<file path="config.mk">
export PLATFORM = sky130hd
export DESIGN_NAME = power_ok_flags
export DESIGN_NICKNAME = d
export VERILOG_FILES = /design/src/include/power_ok_pkg.sv /design/src/hdl/sticky_flag.sv /design/src/hdl/power_ok_flags.sv
export SDC_FILE = /design/constraint.sdc
export NUM_CORES = 1
export LEC_CHECK = 0
export BUFFER_PORTS_ARGS = -buffer_cell sky130_fd_sc_hd__buf_4
export CAP_MARGIN = 20
export CORE_UTILIZATION = 38
export CTS_BUF_LIST = sky130_fd_sc_hd__clkbuf_16
export DETAILED_ROUTE_END_ITERATION = 10
export SYNTH_ARGS = -nofsm -noshare
export SYNTH_HDL_FRONTEND = slang
export SYNTH_SLANG_ARGS = --single-unit
</file>
<file path="constraint.sdc">
create_clock -name core_clk -period 7.2 [get_ports core_clk]
set_input_delay 0.36 -clock core_clk [delete_from_list [all_inputs] [get_ports core_clk]]
set_output_delay 0.36 -clock core_clk [all_outputs]
set_load 0.03 [all_outputs]
</file>
<file path="src/include/power_ok_pkg.sv">
// constants and carriers for the power-ok and event flag block
// assumes a 100 MHz core clock and an 8-bit register port
package power_ok_pkg;
    // ==========================================================
    // timing
    localparam int unsigned CLK_PERIOD_NS  = 10;
    localparam int unsigned HOLD_TIME_US   = 800;
    localparam int unsigned HOLD_CYCLES    =
        (HOLD_TIME_US * 1000) / CLK_PERIOD_NS;
    localparam int unsigned HOLD_WIDTH     = 17;
    localparam int unsigned RAILS          = 4;
    // ==========================================================
    // register offsets
    localparam logic [7:0] ADDR_FLAG_TOP   = 8'h00;
    localparam logic [7:0] ADDR_FLAG_RAIL  = 8'h01;
    localparam logic [7:0] ADDR_MASK_TOP   = 8'h02;
    localparam logic [7:0] ADDR_MASK_RAIL  = 8'h03;
    localparam logic [7:0] ADDR_STATUS     = 8'h04;
    localparam logic [7:0] ADDR_POK_CTRL1  = 8'h05;
    localparam logic [7:0] ADDR_POK_CTRL2  = 8'h06;
    localparam logic [7:0] ADDR_FAULT      = 8'h07;
    localparam logic [7:0] ADDR_COMMAND    = 8'h08;
    // ==========================================================
    // top flag, top mask and status bit positions
    localparam int unsigned TOP_OVERHEAT   = 0;
    localparam int unsigned TOP_OVERVOLT   = 1;
    localparam int unsigned TOP_POWER_OK   = 2;
    localparam int unsigned TOP_SYNC       = 3;
    localparam int unsigned TOP_MEASURE    = 4;
    localparam int unsigned TOP_RESET      = 5;
    localparam int unsigned STAT_RAIL_LSB  = 4;
    // rail mask: rise masks low nibble, fall masks high nibble
    localparam int unsigned FALL_LSB       = 4;
    // control register 1
    localparam int unsigned CTL_POLARITY   = 4;
    localparam int unsigned CTL_OPEN_DRAIN = 5;
    localparam int unsigned CTL_TWARN_SEL  = 6;
    // control register 2
    localparam int unsigned CTL_MODE       = 0;
    localparam int unsigned CTL_GATING     = 1;
    localparam int unsigned WINDOW_LSB     = 2;
    // command register
    localparam int unsigned CMD_SW_RESET   = 0;
    // ==========================================================
    // reset values
    localparam logic [7:0] MASK_TOP_RESET  = 8'h00;
    localparam logic [7:0] MASK_RAIL_RESET = 8'h00;
    localparam logic [7:0] CTRL1_RESET     = 8'h0F;
    localparam logic [7:0] CTRL2_RESET     = 8'h00;
    // ==========================================================
    // carriers
    typedef struct packed {
        logic [7:0] addr;
        logic [7:0] writeData;
        logic       write;
        logic       read;
    } bus_req_type;

    typedef struct packed {
        logic             overheat;
        logic             overvoltage;
        logic             thermalWarning;
        logic             syncPresent;
        logic [RAILS-1:0] railValid;
        logic [RAILS-1:0] railOver;
    } monitor_type;
endpackage : power_ok_pkg

</file>
<file path="src/hdl/sticky_flag.sv">
// one sticky event flag, set wins over every clear
// assumes set, clear and hold come from the core clock domain
`timescale 1ns/1ps
module sticky_flag #(
    parameter logic INIT = 1'b0
) (
    // clock and reset
    input  wire logic core_clk,
    input  wire logic reset_n,
    // control
    input  wire logic set,
    input  wire logic clear,
    input  wire logic hold,
    input  wire logic wipe,
    // state
    output logic      flag
);
    always_ff @(posedge core_clk or negedge reset_n) begin
        if (!reset_n) begin
            flag <= INIT;
        end else if (set) begin
            flag <= 1'b1;
        end else if (wipe) begin
            flag <= 1'b0;
        end else if (clear && !hold) begin
            flag <= 1'b0;
        end
    end
endmodule : sticky_flag

</file>
<file path="src/hdl/power_ok_flags.sv">
// power-ok pin logic and event flags of the regulator monitor
// assumes analog monitor levels arrive asynchronously; enables,
// voltage change pulses and measurement pulses are core-clocked
`timescale 1ns/1ps
module power_ok_flags
    import power_ok_pkg::*;
#(
    parameter int unsigned HOLD_COUNT = power_ok_pkg::HOLD_CYCLES
) (
    // clock and reset
    input  wire logic                        core_clk,
    input  wire logic                        reset_n,
    // register port
    input  wire power_ok_pkg::bus_req_type   busReq,
    output logic [7:0]                       readData,
    // analog monitors, asynchronous
    input  wire power_ok_pkg::monitor_type   monitor,
    // core-clocked events
    input  wire logic [power_ok_pkg::RAILS-1:0] railEnable,
    input  wire logic [power_ok_pkg::RAILS-1:0] railMoving,
    input  wire logic [power_ok_pkg::RAILS-1:0] voltageChange,
    input  wire logic                        clockDetectOn,
    input  wire logic                        measureDone,
    input  wire logic                        configDone,
    input  wire logic                        configResetMask,
    // outputs
    output logic                             interruptOut_n,
    output logic                             powerOkOut,
    output logic                             powerOkOe,
    output logic                             regulatorShutdown,
    output logic                             generalOutputLow
);
    // ==========================================================
    // synchronisers
    monitor_type monSync1;
    monitor_type monSync2;
    monitor_type monPrev;

    always_ff @(posedge core_clk or negedge reset_n) begin
        if (!reset_n) begin
            monSync1 <= '0;
            monSync2 <= '0;
            monPrev  <= '0;
        end else begin
            monSync1 <= monitor;
            monSync2 <= monSync1;
            monPrev  <= monSync2;
        end
    end

    // ==========================================================
    // register writes
    logic              softReset;
    logic [7:0]        maskTop;
    logic [7:0]        maskRail;
    logic [7:0]        ctrl1;
    logic [7:0]        ctrl2;
    logic              resetMask;
    logic              configured;
    logic              wrFlagTop;
    logic              wrFlagRail;
    logic              wrFault;

    assign wrFlagTop  = busReq.write && busReq.addr == ADDR_FLAG_TOP;
    assign wrFlagRail = busReq.write && busReq.addr == ADDR_FLAG_RAIL;
    assign wrFault    = busReq.write && busReq.addr == ADDR_FAULT;

    // self-clearing command bit
    always_ff @(posedge core_clk or negedge reset_n) begin
        if (!reset_n) begin
            softReset <= 1'b0;
        end else begin
            softReset <= busReq.write && busReq.addr == ADDR_COMMAND
                && busReq.writeData[CMD_SW_RESET];
        end
    end

    // settings return to defaults on either reset
    always_ff @(posedge core_clk or negedge reset_n) begin
        if (!reset_n) begin
            maskTop  <= MASK_TOP_RESET;
            maskRail <= MASK_RAIL_RESET;
            ctrl1    <= CTRL1_RESET;
            ctrl2    <= CTRL2_RESET;
        end else if (softReset) begin
            maskTop  <= MASK_TOP_RESET;
            maskRail <= MASK_RAIL_RESET;
            ctrl1    <= CTRL1_RESET;
            ctrl2    <= CTRL2_RESET;
        end else if (busReq.write) begin
            if (busReq.addr == ADDR_MASK_TOP) begin
                maskTop <= busReq.writeData;
            end else if (busReq.addr == ADDR_MASK_RAIL) begin
                maskRail <= busReq.writeData;
            end else if (busReq.addr == ADDR_POK_CTRL1) begin
                ctrl1 <= busReq.writeData;
            end else if (busReq.addr == ADDR_POK_CTRL2) begin
                ctrl2 <= busReq.writeData;
            end
        end
    end

    // reset mask comes from configuration only, writes ignored
    always_ff @(posedge core_clk or negedge reset_n) begin
        if (!reset_n) begin
            resetMask  <= 1'b0;
            configured <= 1'b0;
        end else if (softReset) begin
            configured <= 1'b0;
        end else if (configDone) begin
            resetMask  <= configResetMask;
            configured <= 1'b1;
        end
    end

    // ==========================================================
    // rail qualification
    logic [RAILS-1:0] railOk;
    logic [RAILS-1:0] railOkPrev;
    logic [RAILS-1:0] watched;
    logic [RAILS-1:0] enablePrev;
    logic [RAILS-1:0] enableRise;
    logic [RAILS-1:0] windowSel;

    assign windowSel  = ctrl2[WINDOW_LSB +: RAILS];
    assign railOk     = monSync2.railValid
        & ~(windowSel & monSync2.railOver);
    assign railOkPrev = monPrev.railValid
        & ~(windowSel & monPrev.railOver);
    assign watched    = ctrl1[RAILS-1:0] & railEnable;
    assign enableRise = railEnable & ~enablePrev;

    always_ff @(posedge core_clk or negedge reset_n) begin
        if (!reset_n) begin
            enablePrev <= '0;
        end else begin
            enablePrev <= railEnable;
        end
    end

    // ==========================================================
    // gated hold timer
    logic                  gatedMode;
    logic                  holdStart;
    logic                  holdBusy;
    logic [HOLD_WIDTH-1:0] holdCount;

    assign gatedMode = !ctrl2[CTL_MODE];
    assign holdStart = gatedMode && |(enableRise | voltageChange);
    assign holdBusy  = holdStart || holdCount != '0;

    always_ff @(posedge core_clk or negedge reset_n) begin
        if (!reset_n) begin
            holdCount <= '0;
        end else if (holdStart) begin
            holdCount <= HOLD_WIDTH'(HOLD_COUNT - 1);
        end else if (holdCount != '0) begin
            holdCount <= holdCount - 1'b1;
        end
    end

    // ==========================================================
    // flags
    logic             overheatFlag;
    logic             overvoltFlag;
    logic             powerOkFlag;
    logic             syncFlag;
    logic             measureFlag;
    logic             resetFlag;
    logic [RAILS-1:0] railFlag;
    logic [RAILS-1:0] fault;
    logic [RAILS-1:0] railRiseSet;
    logic [RAILS-1:0] railFallSet;
    logic [RAILS-1:0] faultSet;
    logic             powerOk;
    logic             powerOkDrop;
    logic             syncSet;

    assign railRiseSet = railOk & ~railOkPrev
        & ~maskRail[RAILS-1:0];
    assign railFallSet = ~railOk & railOkPrev
        & ~maskRail[FALL_LSB +: RAILS];
    // moving rails are not faults; gated mode waits out the hold
    assign faultSet = watched & ~railOk & ~railMoving
        & {RAILS{configured && !(gatedMode && holdBusy)}};
    assign syncSet = (monSync2.syncPresent ^ monPrev.syncPresent)
        || (clockDetectOn && !monSync2.syncPresent);

    sticky_flag u_overheat_flag (
        .core_clk (core_clk),
        .reset_n  (reset_n),
        .set      (monSync2.overheat),
        .clear    (wrFlagTop && busReq.writeData[TOP_OVERHEAT]),
        .hold     (monSync2.overheat),
        .wipe     (softReset),
        .flag     (overheatFlag)
    );

    sticky_flag u_overvolt_flag (
        .core_clk (core_clk),
        .reset_n  (reset_n),
        .set      (monSync2.overvoltage),
        .clear    (wrFlagTop && busReq.writeData[TOP_OVERVOLT]),
        .hold     (monSync2.overvoltage),
        .wipe     (softReset),
        .flag     (overvoltFlag)
    );

    sticky_flag u_power_ok_flag (
        .core_clk (core_clk),
        .reset_n  (reset_n),
        .set      (powerOkDrop && !maskTop[TOP_POWER_OK]),
        .clear    (wrFlagTop && busReq.writeData[TOP_POWER_OK]),
        .hold     (1'b0),
        .wipe     (softReset),
        .flag     (powerOkFlag)
    );

    sticky_flag u_sync_flag (
        .core_clk (core_clk),
        .reset_n  (reset_n),
        .set      (syncSet && !maskTop[TOP_SYNC]),
        .clear    (wrFlagTop && busReq.writeData[TOP_SYNC]),
        .hold     (1'b0),
        .wipe     (softReset),
        .flag     (syncFlag)
    );

    sticky_flag u_measure_flag (
        .core_clk (core_clk),
        .reset_n  (reset_n),
        .set      (measureDone && !maskTop[TOP_MEASURE]),
        .clear    (wrFlagTop && busReq.writeData[TOP_MEASURE]),
        .hold     (1'b0),
        .wipe     (softReset),
        .flag     (measureFlag)
    );

    // raised by lockout reset itself; mask applies at the output
    sticky_flag #(.INIT(1'b1)) u_reset_flag (
        .core_clk (core_clk),
        .reset_n  (reset_n),
        .set      (softReset),
        .clear    (wrFlagTop && busReq.writeData[TOP_RESET]),
        .hold     (1'b0),
        .wipe     (1'b0),
        .flag     (resetFlag)
    );

    genvar r;
    generate
        for (r = 0; r < RAILS; r++) begin : g_rail
            sticky_flag u_rail_flag (
                .core_clk (core_clk),
                .reset_n  (reset_n),
                .set      (railRiseSet[r] || railFallSet[r]),
                .clear    (wrFlagRail && busReq.writeData[r]),
                .hold     (1'b0),
                .wipe     (softReset),
                .flag     (railFlag[r])
            );
            sticky_flag u_fault (
                .core_clk (core_clk),
                .reset_n  (reset_n),
                .set      (faultSet[r]),
                .clear    (wrFault && busReq.writeData[r]),
                .hold     (1'b0),
                .wipe     (softReset),
                .flag     (fault[r])
            );
        end
    endgenerate

    // ==========================================================
    // power-ok combine
    logic sourcesOk;
    logic railsOk;
    logic next_powerOk;

    assign powerOkDrop = powerOk && !next_powerOk;
    assign sourcesOk = !overheatFlag && !overvoltFlag
        && !(ctrl1[CTL_TWARN_SEL] && monSync2.thermalWarning);
    assign railsOk = &(~watched | (railOk & ~railMoving));

    always_comb begin
        next_powerOk = powerOk;
        if (!configured) begin
            next_powerOk = 1'b0;
        end else if (!sourcesOk) begin
            // protection events override the hold window
            next_powerOk = 1'b0;
        end else if (gatedMode) begin
            if (!holdBusy) begin
                next_powerOk = !(|fault);
            end
        end else begin
            next_powerOk = railsOk
                && !(|(enableRise & ctrl1[RAILS-1:0]))
                && !(ctrl2[CTL_GATING] && |fault);
        end
    end

    always_ff @(posedge core_clk or negedge reset_n) begin
        if (!reset_n) begin
            powerOk <= 1'b0;
        end else begin
            powerOk <= next_powerOk;
        end
    end

    // ==========================================================
    // pins
    logic pinLevel;
    logic pending;

    // polarity bit set means active-low pin
    assign pinLevel = next_powerOk ^ ctrl1[CTL_POLARITY];
    assign pending = overheatFlag || overvoltFlag || |railFlag
        || (powerOkFlag && !maskTop[TOP_POWER_OK])
        || (syncFlag && !maskTop[TOP_SYNC])
        || (measureFlag && !maskTop[TOP_MEASURE])
        || (resetFlag && !resetMask);

    always_ff @(posedge core_clk or negedge reset_n) begin
        if (!reset_n) begin
            powerOkOut <= 1'b0;
            powerOkOe  <= 1'b0;
        end else if (ctrl1[CTL_OPEN_DRAIN]) begin
            // open drain only pulls low
            powerOkOut <= 1'b0;
            powerOkOe  <= !pinLevel;
        end else begin
            powerOkOut <= pinLevel;
            powerOkOe  <= 1'b1;
        end
    end

    always_ff @(posedge core_clk or negedge reset_n) begin
        if (!reset_n) begin
            interruptOut_n <= 1'b1;
        end else begin
            interruptOut_n <= !pending;
        end
    end

    // regulators stay off while a protection flag is pending
    always_ff @(posedge core_clk or negedge reset_n) begin
        if (!reset_n) begin
            regulatorShutdown <= 1'b1;
            generalOutputLow  <= 1'b1;
        end else begin
            regulatorShutdown <= monSync2.overheat || overheatFlag
                || monSync2.overvoltage || overvoltFlag
                || softReset;
            generalOutputLow  <= monSync2.overheat || overheatFlag
                || monSync2.overvoltage || overvoltFlag
                || softReset;
        end
    end

    // ==========================================================
    // register reads, data in the cycle after the strobe only
    logic [7:0] next_readData;

    always_comb begin
        next_readData = 8'h00;
        if (busReq.addr == ADDR_FLAG_TOP) begin
            next_readData = {2'b00, resetFlag, measureFlag, syncFlag,
                powerOkFlag, overvoltFlag, overheatFlag};
        end else if (busReq.addr == ADDR_FLAG_RAIL) begin
            next_readData = {4'h0, railFlag};
        end else if (busReq.addr == ADDR_MASK_TOP) begin
            next_readData = {2'b00, resetMask, maskTop[4:0]};
        end else if (busReq.addr == ADDR_MASK_RAIL) begin
            next_readData = maskRail;
        end else if (busReq.addr == ADDR_STATUS) begin
            next_readData = {railOk, monSync2.syncPresent,
                powerOk, monSync2.overvoltage,
                monSync2.overheat};
        end else if (busReq.addr == ADDR_POK_CTRL1) begin
            next_readData = ctrl1;
        end else if (busReq.addr == ADDR_POK_CTRL2) begin
            next_readData = ctrl2;
        end else if (busReq.addr == ADDR_FAULT) begin
            next_readData = {4'h0, fault};
        end
    end

    always_ff @(posedge core_clk or negedge reset_n) begin
        if (!reset_n) begin
            readData <= 8'h00;
        end else if (busReq.read) begin
            readData <= next_readData;
        end else begin
            readData <= 8'h00;
        end
    end
endmodule : power_ok_flags

</file>
-- Word-level counts from Yosys, hierarchy flattened
Cells that the tools add are included.
- memory bits (writable): 0
- input bits: 48
- logic and storage cells: 269
- ROM bits: 0
- output and inout port bits: 13
- flip-flop bits (word level): 113
- memories kept: 0
- latch bits: 0
- div/mod/pow operators: 0
- bitwise gates (word level): 29
- $mul: 0
- $add $sub $neg: 1
- order comparisons: 0
- shift-type cells: 0
- eq/ne operators: 11
- reductions and logical operators: 106
- muxes and demuxes: 78
- operator list (operator ; number):
    $mux 8 ; 23
    $and 4x4->4 ; 15
    $mux 1 ; 49
    $logic_and 1x1->1 ; 39
    $reduce_bool 3->1 ; 13
    $not 4->4 ; 9
    $mux 17 ; 2
    $eq 8x3->1 const B ; 4
    $logic_not 1->1 ; 18
    $reduce_bool 17->1 ; 1
    $sub 17x1->17 const B ; 1
    $eq 8x2->1 const B ; 2
    $logic_or 1x1->1 ; 16
    $reduce_bool 2->1 ; 8
    $reduce_or 4->1 ; 4
    $mux 5 ; 3
    $eq 8x1->1 const B ; 1
    $eq 8x4->1 const B ; 1
    $logic_not 8->1 ; 1
    $or 4x4->4 ; 2
    $reduce_and 4->1 ; 2
    $ne 2x2->1 const B ; 3
    $reduce_and 5->1 ; 1
    $mux 4 ; 1
    other kinds (4) ; 6

-- Longest topological paths before layout
Gate-level depths: netlist (run 1).
- depth in word-level cells: 15
- depth in mapped cells: 8
- depth with buffers taken out: 8

-- By module
From an unflattened synthesis (run 1), not the netlist that was laid out.
- cells, all modules: 488
- area total of the unflattened synthesis: 5153.7 um2
- modules (own cells, without submodules) (module ; cells each ; times used ; sequential area each (um2) ; area each (um2)):
    power_ok_flags ; 432 ; 1 ; 2484.9 ; 4539.4
    sticky_flag at g_rail[0].u_fault ... ; 4 ; 13 ; 25.0 ; 43.8
    sticky_flag at u_reset_flag ; 4 ; 1 ; 26.3 ; 45.0

-- Least setup slack after synthesis (run 1)
No wires, ideal clock.
- path type: register to register
- start point: reg holdCount[4]
- end point: reg powerOkOe
- path buffers: 0
- data arrival time: 2351 ps
- slack: 4753 ps
- stages on the path, launching flop included: 7
- data required time: 7104 ps
- library setup time: 96 ps
- period minus slack after synthesis: 2447 ps
- path through: dfrtp_1 > or4_4 > or4_4 > nor4_4 > mux2i_1 > nor2_1 > a311oi_2
- longest elaborated chain between the ends: 9
- ends and longest elaborated chain (element ; line ; RTL):
    start, declared ; power_ok_flags.sv:146 ; logic [HOLD_WIDTH-1:0] holdCount;
    start signal, assigned ; power_ok_flags.sv:156 ; holdCount <= HOLD_WIDTH'(HOLD_COUNT - 1);
    start signal, assigned ; power_ok_flags.sv:158 ; holdCount <= holdCount - 1'b1;
    $reduce_bool 17->1 ; power_ok_flags.sv:150 ; assign holdBusy = holdStart || holdCount != '0;
    $logic_or 1x1->1 ; power_ok_flags.sv:150 ;
    $mux 1 ; power_ok_flags.sv:293 ; if (!holdBusy) begin
    $mux 1 ; power_ok_flags.sv:292 ; end else if (gatedMode) begin
    $mux 1 ; power_ok_flags.sv:289 ; end else if (!sourcesOk) begin
    $mux 1 ; power_ok_flags.sv:287 ; if (!configured) begin
    $xor 1x1->1 ; power_ok_flags.sv:317 ; assign pinLevel = next_powerOk ^ ctrl1[CTL_POLARITY];
    $logic_not 1->1 ; power_ok_flags.sv:331 ; powerOkOe <= !pinLevel;
    $mux 1 ; power_ok_flags.sv:328 ; end else if (ctrl1[CTL_OPEN_DRAIN]) begin
    end signal, assigned ; power_ok_flags.sv:331 ;
    end, declared ; power_ok_flags.sv:29 ; output logic powerOkOe,
No other way between the ends.
A chain may end at the register's enable or synchronous reset.

-- Final worst setup path (run 1)
Same ends and word-level chain as after synthesis.

==> metrics.md, run 1 <==
| Metric | Value |
|---|---|
| Cell Pwr Density | `257 mW/mm2` |
| Root buf cell | `clkbuf_16` |
| Clk slew on worst S/H paths | `0.05 ns` |
| Diode count | `0` |
| Clock Skews | `0.00843 ns` |
| Fin nets | `589` |
| Clk Latency, worst-skew pair | `approximately 0.41 ns` |
| Maximum clock frequency | `0.384 GHz` |
| Cell row count | `slightly above 40` |
| Final Critical Period | `about 2.6 ns` |
| First-pass GRT wire length | `about 21000 um` |
| CTS tree | `built` |
| Yosys cell types | `59` |
| Worst Hold Class | `primary input to flip-flop` |
| DR vias | `roughly 3900` |
| Setup repair bufs after CTS | `0` |
| Sequential fraction of the synthesis area | `0.563` |
| Drt pass-1 iters | `5` |
| Routability congestion estimate | `slightly above 0.9` |
| Yosys warns | `0` |
| Gr usage total | `0.208` |
| Clock Sinks | `approximately 110` |
| CTS resizes | `0` |
| CTS Buffer Depth | `2` |
| Worst Setup End Kind | `flip-flop` |
| Most frequent CP cell | `or4_4` |
| Layout area overhead | `24.0%` |
| Setup crit start kind | `flip-flop` |
| Area occupied by multi-input gates | `~0.0021 mm2` |
| RSZ-0062 raised after global routing | `no` |
| CTS buffer count | `17` |
| LEAKAGE | `roughly 2.6 nW` |
| DP Worst Slack | `approximately 4.6 ns` |
| Crit path cell chain | `or4_4, or4_4, nor4_4, mux2i_1, nor2_1, a311oi_2` |
| Detailed Place HPWL | `about 9000 um` |
| Fin worst setup slack | `approximately 4.6 ns` |
| Post-Syn Area | `0.00503 mm2` |
| Die height | `117 um` |
| Die Width | `117 um` |
| Max cap viols | `0` |
| Total grt overflow | `0` |
| Vias in the first global route | `around 3800` |
| Critical path's slowest cell | `or4_4` |
| Port Buffer Count | `60` |
| Yosys reg bits | `113` |
| WL final | `13000 um` |
| Register area | `between 0.002 and 0.003 mm2` |
| Total chip power | `approximately 0.0016 W` |
| Main synth FF type | `dfrtp_1` |
| ANT nets after route | `0` |
| Fin crit share | `0.362` |
| Fillers | `1137` |
| Synthesized area per cell | `~11 um2` |
| Crit-path leading delay family | `simple AND/OR/NAND/NOR gates` |
| DRT iter0 DRCs | `about 290` |
| Critical path fanouts, max | `6` |
| Post-synth EDFFs | `0` |
| Delay of the slowest critical-path stage | `around 0.56 ns` |
| Syn Inst Count | `475` |
| Least-Margin Pin Slew | `between 1 and 1.5 ns` |
| Critical path class | `flip-flop to flip-flop` |
| Slew headroom | `0.324` |
| Buf/Inv on CP | `0` |
| I/O pin cnt | `61` |
| Hold Violations, Final | `0` |
| Initial antenna violation count | `0` |
| Layout cells sized above 1 | `0.220` |
| H-tree depth | `4` |
| Fraction of registers with async set/reset | `1.00` |
| Crit path DAT | `2.92 ns` |
| Initial Util | `0.394` |
| Final Max Slew Viols | `0` |
| Largest net degree at the start of global routing | `between 80 and 90` |
| DR WL/cell | `18.0 um` |
| WP data required | `7.52 ns` |
| Sum Neg Setup Slack | `0 ns` |
| DRC | `0` |
| Die area | `roughly 0.014 mm2` |
| Via density | `between 5 and 6` |
| Worst VDD drop | `approximately 0.11 mV` |
| Placeable Area | `about 0.013 mm2` |
| Final setup violation count | `0` |
| Mapped Nets | `approximately 530` |
| Status | `completed` |
[per-layer routing]
metal  routed length (um)  track usage  vias to the layer above
li1                     -            -                     1830
met1                 5870        0.274                     1914
met2                 6220        0.319                      106
met3                  689       0.0587                       21
met4                  232       0.0970                        0
met5                    0            0                        -
[stage by stage]
stage | hold slack [ns] | util | area, um2 | cells
6_report | 0.0526 | 0.489 | 6240 | 723
5_1_grt | 0.0356 | 0.489 | 6240 | 723
4_1_cts | 0.0369 | 0.487 | 6220 | 722
3_5_place_dp | 0.289 | 0.441 | 5640 | 690
3_3_place_gp | 0.282 | 0.441 | 5640 | 690
2_1_floorplan | 0.0644 | - | 5030 | 475
[state kept, by name (all words and copies together), names as in the netlist, 4 cells and up]
register / cells
ctrl1: 8
monPrev: 9
enablePrev: 4
maskTop: 5
monSync1: 12
ctrl2: 8
holdCount: 17
maskRail: 8
g_rail.u_rail_flag.flag: 4
readData: 8
g_rail.u_fault.flag: 4
monSync2: 12
[repair_timing]
| item | 4_1_cts | 5_1_grt |
|---|---|---|
| setup endpoints to repair | 0 | 0 |
| hold buffers | 1 | 0 |
| hold endpoints to repair | 25 | 0 |
[worst paths after layout]
kind                                          startpoint                             to  slack [ns]  depth (start not counted)
worst max-delay path            holdCount[4]$_DFFE_PN0P_            powerOkOe$_DFF_PN0_        4.59                          6
worst max register to register  holdCount[4]$_DFFE_PN0P_            powerOkOe$_DFF_PN0_        4.59                          6
max in group asynchronous                        reset_n  u_reset_flag.flag$_DFFE_PN1P_        5.62                          4
worst min-delay path                          monitor[3]          monSync1[3]$_DFF_PN0_        0.05                          1
min in group asynchronous                        reset_n      holdCount[11]$_DFFE_PN0P_        0.39                          2
worst min register to register     monSync1[1]$_DFF_PN0_          monSync2[1]$_DFF_PN0_        0.35                          0
[final cells by class]
cell class,count,area share
clock buffer,17,0.0682
clock inverter,14,0.0239
inverter,18,0.0108
multi-input combinational,326,0.330
sequential,113,0.454
tap,172,0.0345
timing repair buffer,63,0.0782
[logic make-up (layout without fill, tap and decap cells)]
logic type,count (synthesis),in the layout,synth area share
buffers and inverters,36,112,0.0276
AND/OR/NAND/NOR,184,184,0.182
XOR/XNOR,11,11,0.0191
AO/OA/AOI/OAI,104,104,0.144
multiplexers,25,25,0.0596
flip-flops,113,113,0.563
adder cells (fa/ha/maj),2,2,0.00497
[cells in the mapped netlist (9+ instances only)]
| cell | instances | share of area |
|---|---|---|
| nor3_1 | 12 | 0.012 |
| inv_1 | 17 | 0.013 |
| o21ai_0 | 16 | 0.016 |
| dfrtp_1 | 106 | 0.53 |
| xnor2_1 | 9 | 0.016 |
| nor2b_1 | 10 | 0.012 |
| clkbuf_1 | 12 | 0.0089 |
| nand3_1 | 25 | 0.025 |
| mux2i_1 | 21 | 0.042 |
| nor2_1 | 51 | 0.038 |
| a21oi_1 | 30 | 0.030 |
| nand2_1 | 46 | 0.034 |
[cell usage in the layout, fill, tap and decap left out, types with 2 or more instances in the layout]
cell / n
nand2b_1: 8
ha_1: 2
nor3_1: 12
a21boi_0: 5
a31o_2: 4
nand2_1: 46
clkinvlp_4: 3
xnor2_1: 9
or4_4: 2
mux4_2: 4
a21oi_1: 30
nor2b_1: 10
a211oi_1: 6
a311oi_1: 2
xor2_1: 2
mux2i_1: 21
nand3_1: 25
buf_4: 61
dfrtp_1: 106
nand4b_1: 3
or3_1: 6
clkbuf_16: 17
clkinv_1: 3
o311ai_0: 7
inv_1: 18
clkinv_2: 5
nor2_1: 51
nor2_2: 2
o21ai_1: 3
dfstp_2: 7
bufinv_16: 3
nor4_1: 6
a32oi_1: 2
o21bai_1: 2
a311o_1: 3
or4_1: 4
o211ai_1: 7
a21bo_2: 4
o21ai_0: 16
[power by group]
group	internal [W]	switching (W)
clock	0.000533	0.000280
combinational	0.0000468	0.0000647
sequential	0.000663	0.0000189
total	0.00124	0.000363
Note: power is estimated with default switching activity, not from simulation.
==> run 2: changes to the inputs <==
--- a/config.mk
+++ b/config.mk
@@ -5,6 +5,7 @@
 export SDC_FILE = /design/constraint.sdc
 export NUM_CORES = 1
 export LEC_CHECK = 0
+export ABC_AREA = 1
 export BUFFER_PORTS_ARGS = -buffer_cell sky130_fd_sc_hd__buf_4
 export CAP_MARGIN = 20
 export CORE_UTILIZATION = 38
==> constraint.sdc (replaced) <==
create_clock -name core_clk -period 2.7 [get_ports core_clk]
set_input_delay 0.135 -clock core_clk [delete_from_list [all_inputs] [get_ports core_clk]]
set_output_delay 0.135 -clock core_clk [all_outputs]
set_load 0.03 [all_outputs]
==> run 2 against run 1 <==
Net effect:
- cell count up 18%
- flip-flop and latch count unchanged
- largest cell class unchanged
- routed wire length up 2.6%
- count of clock-buffer cells in the layout unchanged
- area after synthesis up 0.20%
- synthesized cell count up 20%
- sequential power rose to 2.7 times the previous value
==> metrics.md, run 2 <==
| Metric | Value |
|---|---|
| Status | `completed (unchanged)` |
| Post-Syn Area | `0.00504 mm2 (was 0.00503 mm2)` |
| Yosys reg bits | `113 (unchanged)` |
| H-tree depth | `4 (unchanged)` |
| Final setup violation count | `0 (unchanged)` |
| Yosys top cell by area | `dfrtp_1 (unchanged)` |
| Final cell count without fillers | `855 (was 723)` |
| Die Width | `117 um (about the same)` |
| Layout area overhead | `28.8% (was 24.0%)` |
| Fillers | `1179 (was 1137)` |
| Final Critical Period | `1.86 ns` |
| Main combinational cell family by area after synthesis | `simple AND/OR/NAND/NOR gates (unchanged)` |
| Post-Synth Adder-Cell Area | `0.00496 (was 0.00497)` |
| Placeable Area | `0.0128 mm2 (unchanged)` |
| Synthesized area per cell | `8.85 um2 (was 10.6 um2)` |
| Yosys warns | `0 (unchanged)` |
| I/O pin cnt | `61 (unchanged)` |
| Initial Util | `0.395 (was 0.394)` |
| Via density | `5.11 (was 5.35)` |
| DP Area | `0.00569 mm2 (was 0.00564 mm2)` |
| Drt pass-1 iters | `5 (unchanged)` |
| Vias in the first global route | `4285 (was 3793)` |
| Fin nets | `720 (was 589)` |
| Hold_buf cts | `25 (was 1)` |
| Simple-Gate Fraction of Synth Area | `0.215 (was 0.182)` |
| Largest reg by FF count | `holdCount (unchanged)` |
| Reg-to-reg critical path endpoint | `ctrl1[7]$_DFFE_PN0P_ (was powerOkOe$_DFF_PN0_)` |
| Final Max Slew Viols | `0 (unchanged)` |
| Clk Latency, worst-skew pair | `0.42 ns (was 0.41 ns)` |
| Die area | `0.0137 mm2 (about the same)` |
| Origin of the worst setup path | `busReq[13] (was holdCount[4]$_DFFE_PN0P_)` |
| LEAKAGE | `3.11 nW (was 2.65 nW)` |
| Largest net degree at the start of global routing | `57 (was 89)` |
| CTS resizes | `0 (unchanged)` |
| Largest regs | `holdCount (17), monSync1 (12), monSync2 (12) (unchanged)` |
| Worst Hold Class | `primary input to flip-flop (unchanged)` |
| Critical path fanouts, max | `9 (was 6)` |
| Worst Setup End Kind | `flip-flop (unchanged)` |
| Root buf cell | `clkbuf_16 (unchanged)` |
| DRC | `0 (unchanged)` |
| R2R cell count | `5 (was 6)` |
| Die height | `117 um (about the same)` |
| Layout cells sized above 1 | `0.186 (was 0.220)` |
| Detailed Place HPWL | `9830 um (was 9250 um)` |
| Cell Pwr Density | `650 mW/mm2 (was 257 mW/mm2)` |
| Commonest non-fill, non-tap cells in the layout | `nand2_1, dfrtp_1, inv_1, buf_4, o21ai_0 (was dfrtp_1, buf_4, nor2_1, nand2_1, a21oi_1)` |
| Setup crit start kind | `primary input (was flip-flop)` |
| DRT iter0 DRCs | `323 (was 288)` |
| Fin util | `0.509 (was 0.489)` |
| CTS Buffer Depth | `2 (unchanged)` |
| Setup repair bufs after CTS | `0 (unchanged)` |
| DR WL/cell | `15.6 um (was 18.0 um)` |
| WL final | `13400 um (was 13000 um)` |
| Cell row count | `41 (unchanged)` |
| Most common cell in the netlist | `nand2_1 (was dfrtp_1)` |
| Slew headroom | `0.441 (was 0.324)` |
| Fin crit share | `0.690` |
| DR vias | `4368 (was 3871)` |
| Top-area cell type share of the netlist area | `0.526 (was 0.527)` |
| Least-Margin Pin Slew | `0.837 ns (was 1.01 ns)` |
| Reg2reg setup slack | `0.86 ns (was 4.59 ns)` |
| Crit path DAT | `2.20 ns (was 2.92 ns)` |
| Yosys cell types | `44 (was 59)` |
| Clock Sinks | `113 (unchanged)` |
| First-pass GRT wire length | `21600 um (was 20600 um)` |
| Top cells by count, synth | `nand2_1, dfrtp_1, inv_1 (was dfrtp_1, nor2_1, nand2_1)` |
| Leading post-synthesis cells by cell area | `dfrtp_1, nand2_1, o21ai_0 (was dfrtp_1, mux2i_1, nor2_1)` |
| Maximum clock frequency | `0.537 GHz` |
| ANT nets after route | `0 (unchanged)` |
| Post-synth EDFFs | `0 (unchanged)` |
| CTS buffer count | `17 (unchanged)` |
| RR Startpoint | `softReset$_DFF_PN0_ (was holdCount[4]$_DFFE_PN0P_)` |
| Multiplexer share of the synthesized area | `0 (was 0.0596)` |
| Routability congestion estimate | `0.922 (was 0.935)` |
| Synth Area in XOR/XNOR | `0.00347 (was 0.0191)` |
| Post-synthesis compound-gate area fraction | `0.148 (was 0.144)` |
| Diode count | `0 (unchanged)` |
| Mapped Nets | `620 (was 525)` |
| Hold Violations, Final | `0 (unchanged)` |
| RSZ-0062 raised after global routing | `no (unchanged)` |
| Worst setup endpoint | `readData[5]$_DFF_PN0_ (was powerOkOe$_DFF_PN0_)` |
| Fraction of registers with async set/reset | `1.00 (unchanged)` |
| Worst VDD drop | `0.592 mV (was 0.109 mV)` |
| Clk slew on worst S/H paths | `0.05 ns (about the same)` |
| Cells after DPL | `798 (was 690)` |
| CTS tree | `built (unchanged)` |
| Commonest non-fill, non-tap cell in the layout | `nand2_1 (was dfrtp_1)` |
| Gr usage total | `0.217 (was 0.208)` |
| Main synth FF type | `dfrtp_1 (unchanged)` |
| Port Buffer Count | `60 (unchanged)` |
| Final Cell Area | `0.00650 mm2 (was 0.00624 mm2)` |
| WP data required | `3.03 ns (was 7.52 ns)` |
| Initial antenna violation count | `0 (unchanged)` |
| Max cap viols | `0 (unchanged)` |
| Sequential fraction of the synthesis area | `0.562 (was 0.563)` |
| Total grt overflow | `0 (unchanged)` |
| Largest register FFs | `17 (unchanged)` |
| Critical path class | `primary input to flip-flop (was flip-flop to flip-flop)` |
| Sum Neg Setup Slack | `0 ns (unchanged)` |
| Syn Inst Count | `570 (was 475)` |
| Clock Skews | `0.00820 ns (was 0.00843 ns)` |
==> run 2: area by class of cell <==
class	instances	area, um2	share of cell area
clock buffer	17	425	0.0655
tap	172	215	0.0331
sequential	113	2840	0.437
timing repair buffer	89	731	0.112
inverter	77	289	0.0445
clock inverter	15	130	0.0200
multi-input combinational	372	1870	0.288
==> run 2: worst max-delay path: stages <==
cell and delay [ns]:
dlygate4sd3_1 0.55, buf_4 0.14, inv_1 0.06, nand2_1 0.13
nor3_4 0.50, inv_1 0.15, nand3_1 0.15, nand2_1 0.08
o2bb2ai_1 0.14, a21oi_1 0.15
==> run 2: metal layers <==
metal	track usage	share of wire
met5	0	0
met4	0.103	0.029
met3	0.0592	0.060
met2	0.338	0.48
met1	0.282	0.44
==> run 2: cell families after synthesis <==
kind of cell / count (synthesis)
buffers and inverters: 85
adder cells (fa/ha/maj): 2
flip-flops: 113
AND/OR/NAND/NOR: 240
XOR/XNOR: 2
AO/OA/AOI/OAI: 128
==> run 2: how the worst min path moves through the flow <==
stage / startpoint / end / slack, ns / cells past startpoint
finish: railMoving[1] / g_rail[1].u_fault.flag$_DFFE_PN0P_ / 0.02 / 4
detailed placement: reset_n / g_rail[0].u_rail_flag.flag$_DFFE_PN0P_ / 0.24 / 1
global placement: reset_n / enablePrev[1]$_DFF_PN0_ / 0.23 / 1
CTS: railMoving[1] / g_rail[1].u_fault.flag$_DFFE_PN0P_ / 0.003 / 4
floorplan: reset_n / configured$_DFFE_PN0P_ / -0.16 / 0
global route: railMoving[1] / g_rail[1].u_fault.flag$_DFFE_PN0P_ / 0.01 / 4
==> run 2: power by group <==
group / internal [W] / switching, W / total (W)
clock: 0.00133 / 0.000749 / 0.00208
combinational: 0.000126 / 0.000183 / 0.000310
sequential: 0.00178 / 0.0000555 / 0.00184
==> run 2: metrics by stage <==
stage	power (W)	setup WS (ns)	hold WS, ns
5_1_grt	0.00439	0.603	0.0125
3_5_place_dp	0.00215	0.883	0.243
3_3_place_gp	0.00214	0.914	0.231
4_1_cts	0.00427	0.881	0.00251
2_1_floorplan	0.00197	1.11	-0.161
6_report	0.00422	0.838	0.0155
==> run 3: changes to the inputs <==
==> constraint.sdc (replaced) <==
create_clock -name core_clk -period 1.85 [get_ports core_clk]
set_input_delay 0.0925 -clock core_clk [delete_from_list [all_inputs] [get_ports core_clk]]
set_output_delay 0.0925 -clock core_clk [all_outputs]
set_load 0.03 [all_outputs]
==> run 3 against run 2 <==
Net effect:
- die area stayed put
- sequential power up 46%
- first-iteration DRC count down 1.9%
- via count barely moved
- total power up 51%
- worst hold slack worse by 0.0023 ns
- count of clock-buffer cells in the layout unchanged
- critical path type unchanged
==> metrics.md, run 3 (synthesized netlist as in run 2, its figures left out) <==
| Metric | Value |
|---|---|
| Status | `completed (unchanged)` |
| Critical path class | `primary input to flip-flop (unchanged)` |
| Flop pwr share | `0.422 (was 0.435)` |
| Hold Violations, Final | `0 (unchanged)` |
| DRC | `0 (unchanged)` |
| Critical path fanouts, max | `5 (was 9)` |
| Internal Power | `0.00489 W (was 0.00324 W)` |
| Largest register FFs | `17 (unchanged)` |
| DRT iter0 DRCs | `317 (was 323)` |
| Routability congestion estimate | `0.891 (was 0.922)` |
| Worst Hold Class | `primary input to flip-flop (unchanged)` |
| Final setup violation count | `0 (unchanged)` |
| Largest regs | `holdCount (17), monSync1 (12), monSync2 (12) (unchanged)` |
| Commonest non-fill, non-tap cell in the layout | `nand2_1 (unchanged)` |
| Cell Pwr Density | `949 mW/mm2 (was 650 mW/mm2)` |
| Slew headroom | `0.608 (was 0.441)` |
| Drt pass-1 iters | `4 (was 5)` |
| Layout cells sized above 1 | `0.201 (was 0.186)` |
| CTS Buffer Depth | `2 (unchanged)` |
| Fraction of power spent switching nets | `0.232 (was 0.234)` |
| Die height | `117 um (unchanged)` |
| Clk Latency, worst-skew pair | `0.42 ns (about the same)` |
| Fin worst setup slack | `0.0880 ns (was 0.838 ns)` |
| Fin util | `0.525 (was 0.509)` |
| Final Critical Period | `between 1.5 and 2 ns` |
| CTS tree | `built (unchanged)` |
| Setup crit start kind | `primary input (unchanged)` |
| Root buf cell | `clkbuf_16 (unchanged)` |
| Gr usage total | `0.222 (was 0.217)` |
| Worst Setup End Kind | `flip-flop (unchanged)` |
| Die Width | `117 um (unchanged)` |
| Clock Skews | `0.00855 ns (was 0.00820 ns)` |
| Area occupied by multi-input gates | `0.00189 mm2 (was 0.00187 mm2)` |
| Largest reg by FF count | `holdCount (unchanged)` |
| Worst VDD drop | `1.09 mV (was 0.592 mV)` |
| ANT nets after route | `0 (unchanged)` |
| Clk slew on worst S/H paths | `0.05 ns (about the same)` |
| DP Worst Slack | `0.0453 ns (was 0.883 ns)` |
| Placeable Area | `0.0128 mm2 (unchanged)` |
| LEAKAGE | `3.20 nW (was 3.11 nW)` |
| Fin nets | `734 (was 720)` |
| CTS buffer count | `17 (unchanged)` |
| H-tree depth | `4 (unchanged)` |
| Port Buffer Count | `60 (unchanged)` |
| Die area | `0.0137 mm2 (unchanged)` |
| Initial antenna violation count | `0 (unchanged)` |
| Initial Util | `0.395 (unchanged)` |
| Via density | `5.02 (was 5.11)` |
| I/O pin cnt | `61 (unchanged)` |
| Fin crit share | `0.952` |
| Total grt overflow | `0 (unchanged)` |
| Sum Neg Setup Slack | `0 ns (unchanged)` |
| Register area | `0.00284 mm2 (unchanged)` |
| DR WL/cell | `16.0 um (was 15.6 um)` |
| Psw | `0.00147 W (was 0.000988 W)` |
| Cell row count | `41 (unchanged)` |
| Least-Margin Pin Slew | `0.588 ns (was 0.837 ns)` |
| RSZ-0062 raised after global routing | `no (unchanged)` |
| DR vias | `4366 (was 4368)` |
| Maximum clock frequency | `~0.57 GHz` |
| Detailed Place HPWL | `10200 um (was 9830 um)` |
| Crit path DAT | `2.10 ns (was 2.20 ns)` |
| Vias in the first global route | `4329 (was 4285)` |
| Commonest non-fill, non-tap cells in the layout | `nand2_1, dfrtp_1, inv_1, buf_4, o21ai_0 (unchanged)` |
| Max cap viols | `0 (unchanged)` |
| Fillers | `1197 (was 1179)` |
| First-pass GRT wire length | `22000 um (was 21600 um)` |
| WL final | `13900 um (was 13400 um)` |
| Layout area overhead | `32.9% (was 28.8%)` |
| Diode count | `0 (unchanged)` |
| Comb pwr share | `0.076 (was 0.073)` |
| WP data required | `2.19 ns (was 3.03 ns)` |
| Clock power share | `0.502 (was 0.492)` |
| Clock Sinks | `113 (unchanged)` |
| Largest net degree at the start of global routing | `39 (was 57)` |
| Final Max Slew Viols | `0 (unchanged)` |
[run 3: changes by cell type in the layout (fill, tap and decap cells not counted), sizes merged]
cell,previous run,this run
bufinv,2,3
buf,64,70
clkinvlp,2,1
dlygate4sd3,25,33
[run 3: layout make-up]
cell class | instances | share of cell area
clock buffers | 17 | 0.0635
clock inverters | 15 | 0.0230
repair buffers | 103 | 0.133
flip-flops and latches | 113 | 0.423
inverters | 77 | 0.0431
well taps | 172 | 0.0321
multi-input cells | 372 | 0.282
[run 3: routing by layer]
layer,global-route usage,vias to the layer above,part of all wire
met3,0.0675,28,0.059
li1,-,2112,-
met4,0.0852,0,0.023
met1,0.280,2096,0.44
met2,0.359,130,0.48
met5,0,-,0
[run 3: repair_timing]
action,in CTS,in global routing
endpoints found under the setup margin,0,15
buffers inserted,0,0
hold buffers,33,0
resized for setup,0,7
endpoints found under the hold margin,66,0
[run 3: metrics by stage]
step	total power [W]	cells	cell area [um2]	hold WS, ns
after floorplan	0.00288	570	5040	-0.203
final	0.00636	869	6700	0.0132
after detailed placement	0.00315	804	5770	0.124
after CTS	0.00641	869	6680	0.000394
after global routing	0.00661	869	6700	0.0297
after global placement	0.00314	804	5770	0.119
[run 3: worst max-delay path, cell delays in order]
cell	delay [ns]
dlygate4sd3_1	0.54
buf_4	0.14
inv_1	0.06
nand2_1	0.13
nor2_1	0.14
nand2_1	0.19
inv_1	0.25
nand2_1	0.08
nand3_1	0.13
nand2_1	0.08
o2bb2ai_1	0.13
a21oi_1	0.13
[run 3: worst paths after layout]
kind                                          startpoint                  endpoint  slack, ns  cells after the start
worst max-delay path                          busReq[13]     readData[5]$_DFF_PN0_       0.09                     12
max in group asynchronous                        reset_n      ctrl1[3]$_DFFE_PN1P_       1.00                      3
worst max register to register  holdCount[1]$_DFFE_PN0P_       powerOkOe$_DFF_PN0_       0.13                     13
worst min register to register     monSync1[7]$_DFF_PN0_     monSync2[7]$_DFF_PN0_       0.34                      0
min in group asynchronous                        reset_n  holdCount[4]$_DFFE_PN0P_       0.21                      2
worst min-delay path                           busReq[9]   maskRail[7]$_DFFE_PN0P_       0.01                      3
[run 3: power groups by stage]
stage                     combinational, W  sequential [W]  clock [W]
final                             0.000482         0.00268    0.00319
after detailed placement          0.000431         0.00272          0
after global placement            0.000424         0.00272          0
after floorplan                   0.000183         0.00270          0
after CTS                         0.000486         0.00268    0.00325
after global routing              0.000537         0.00269    0.00337
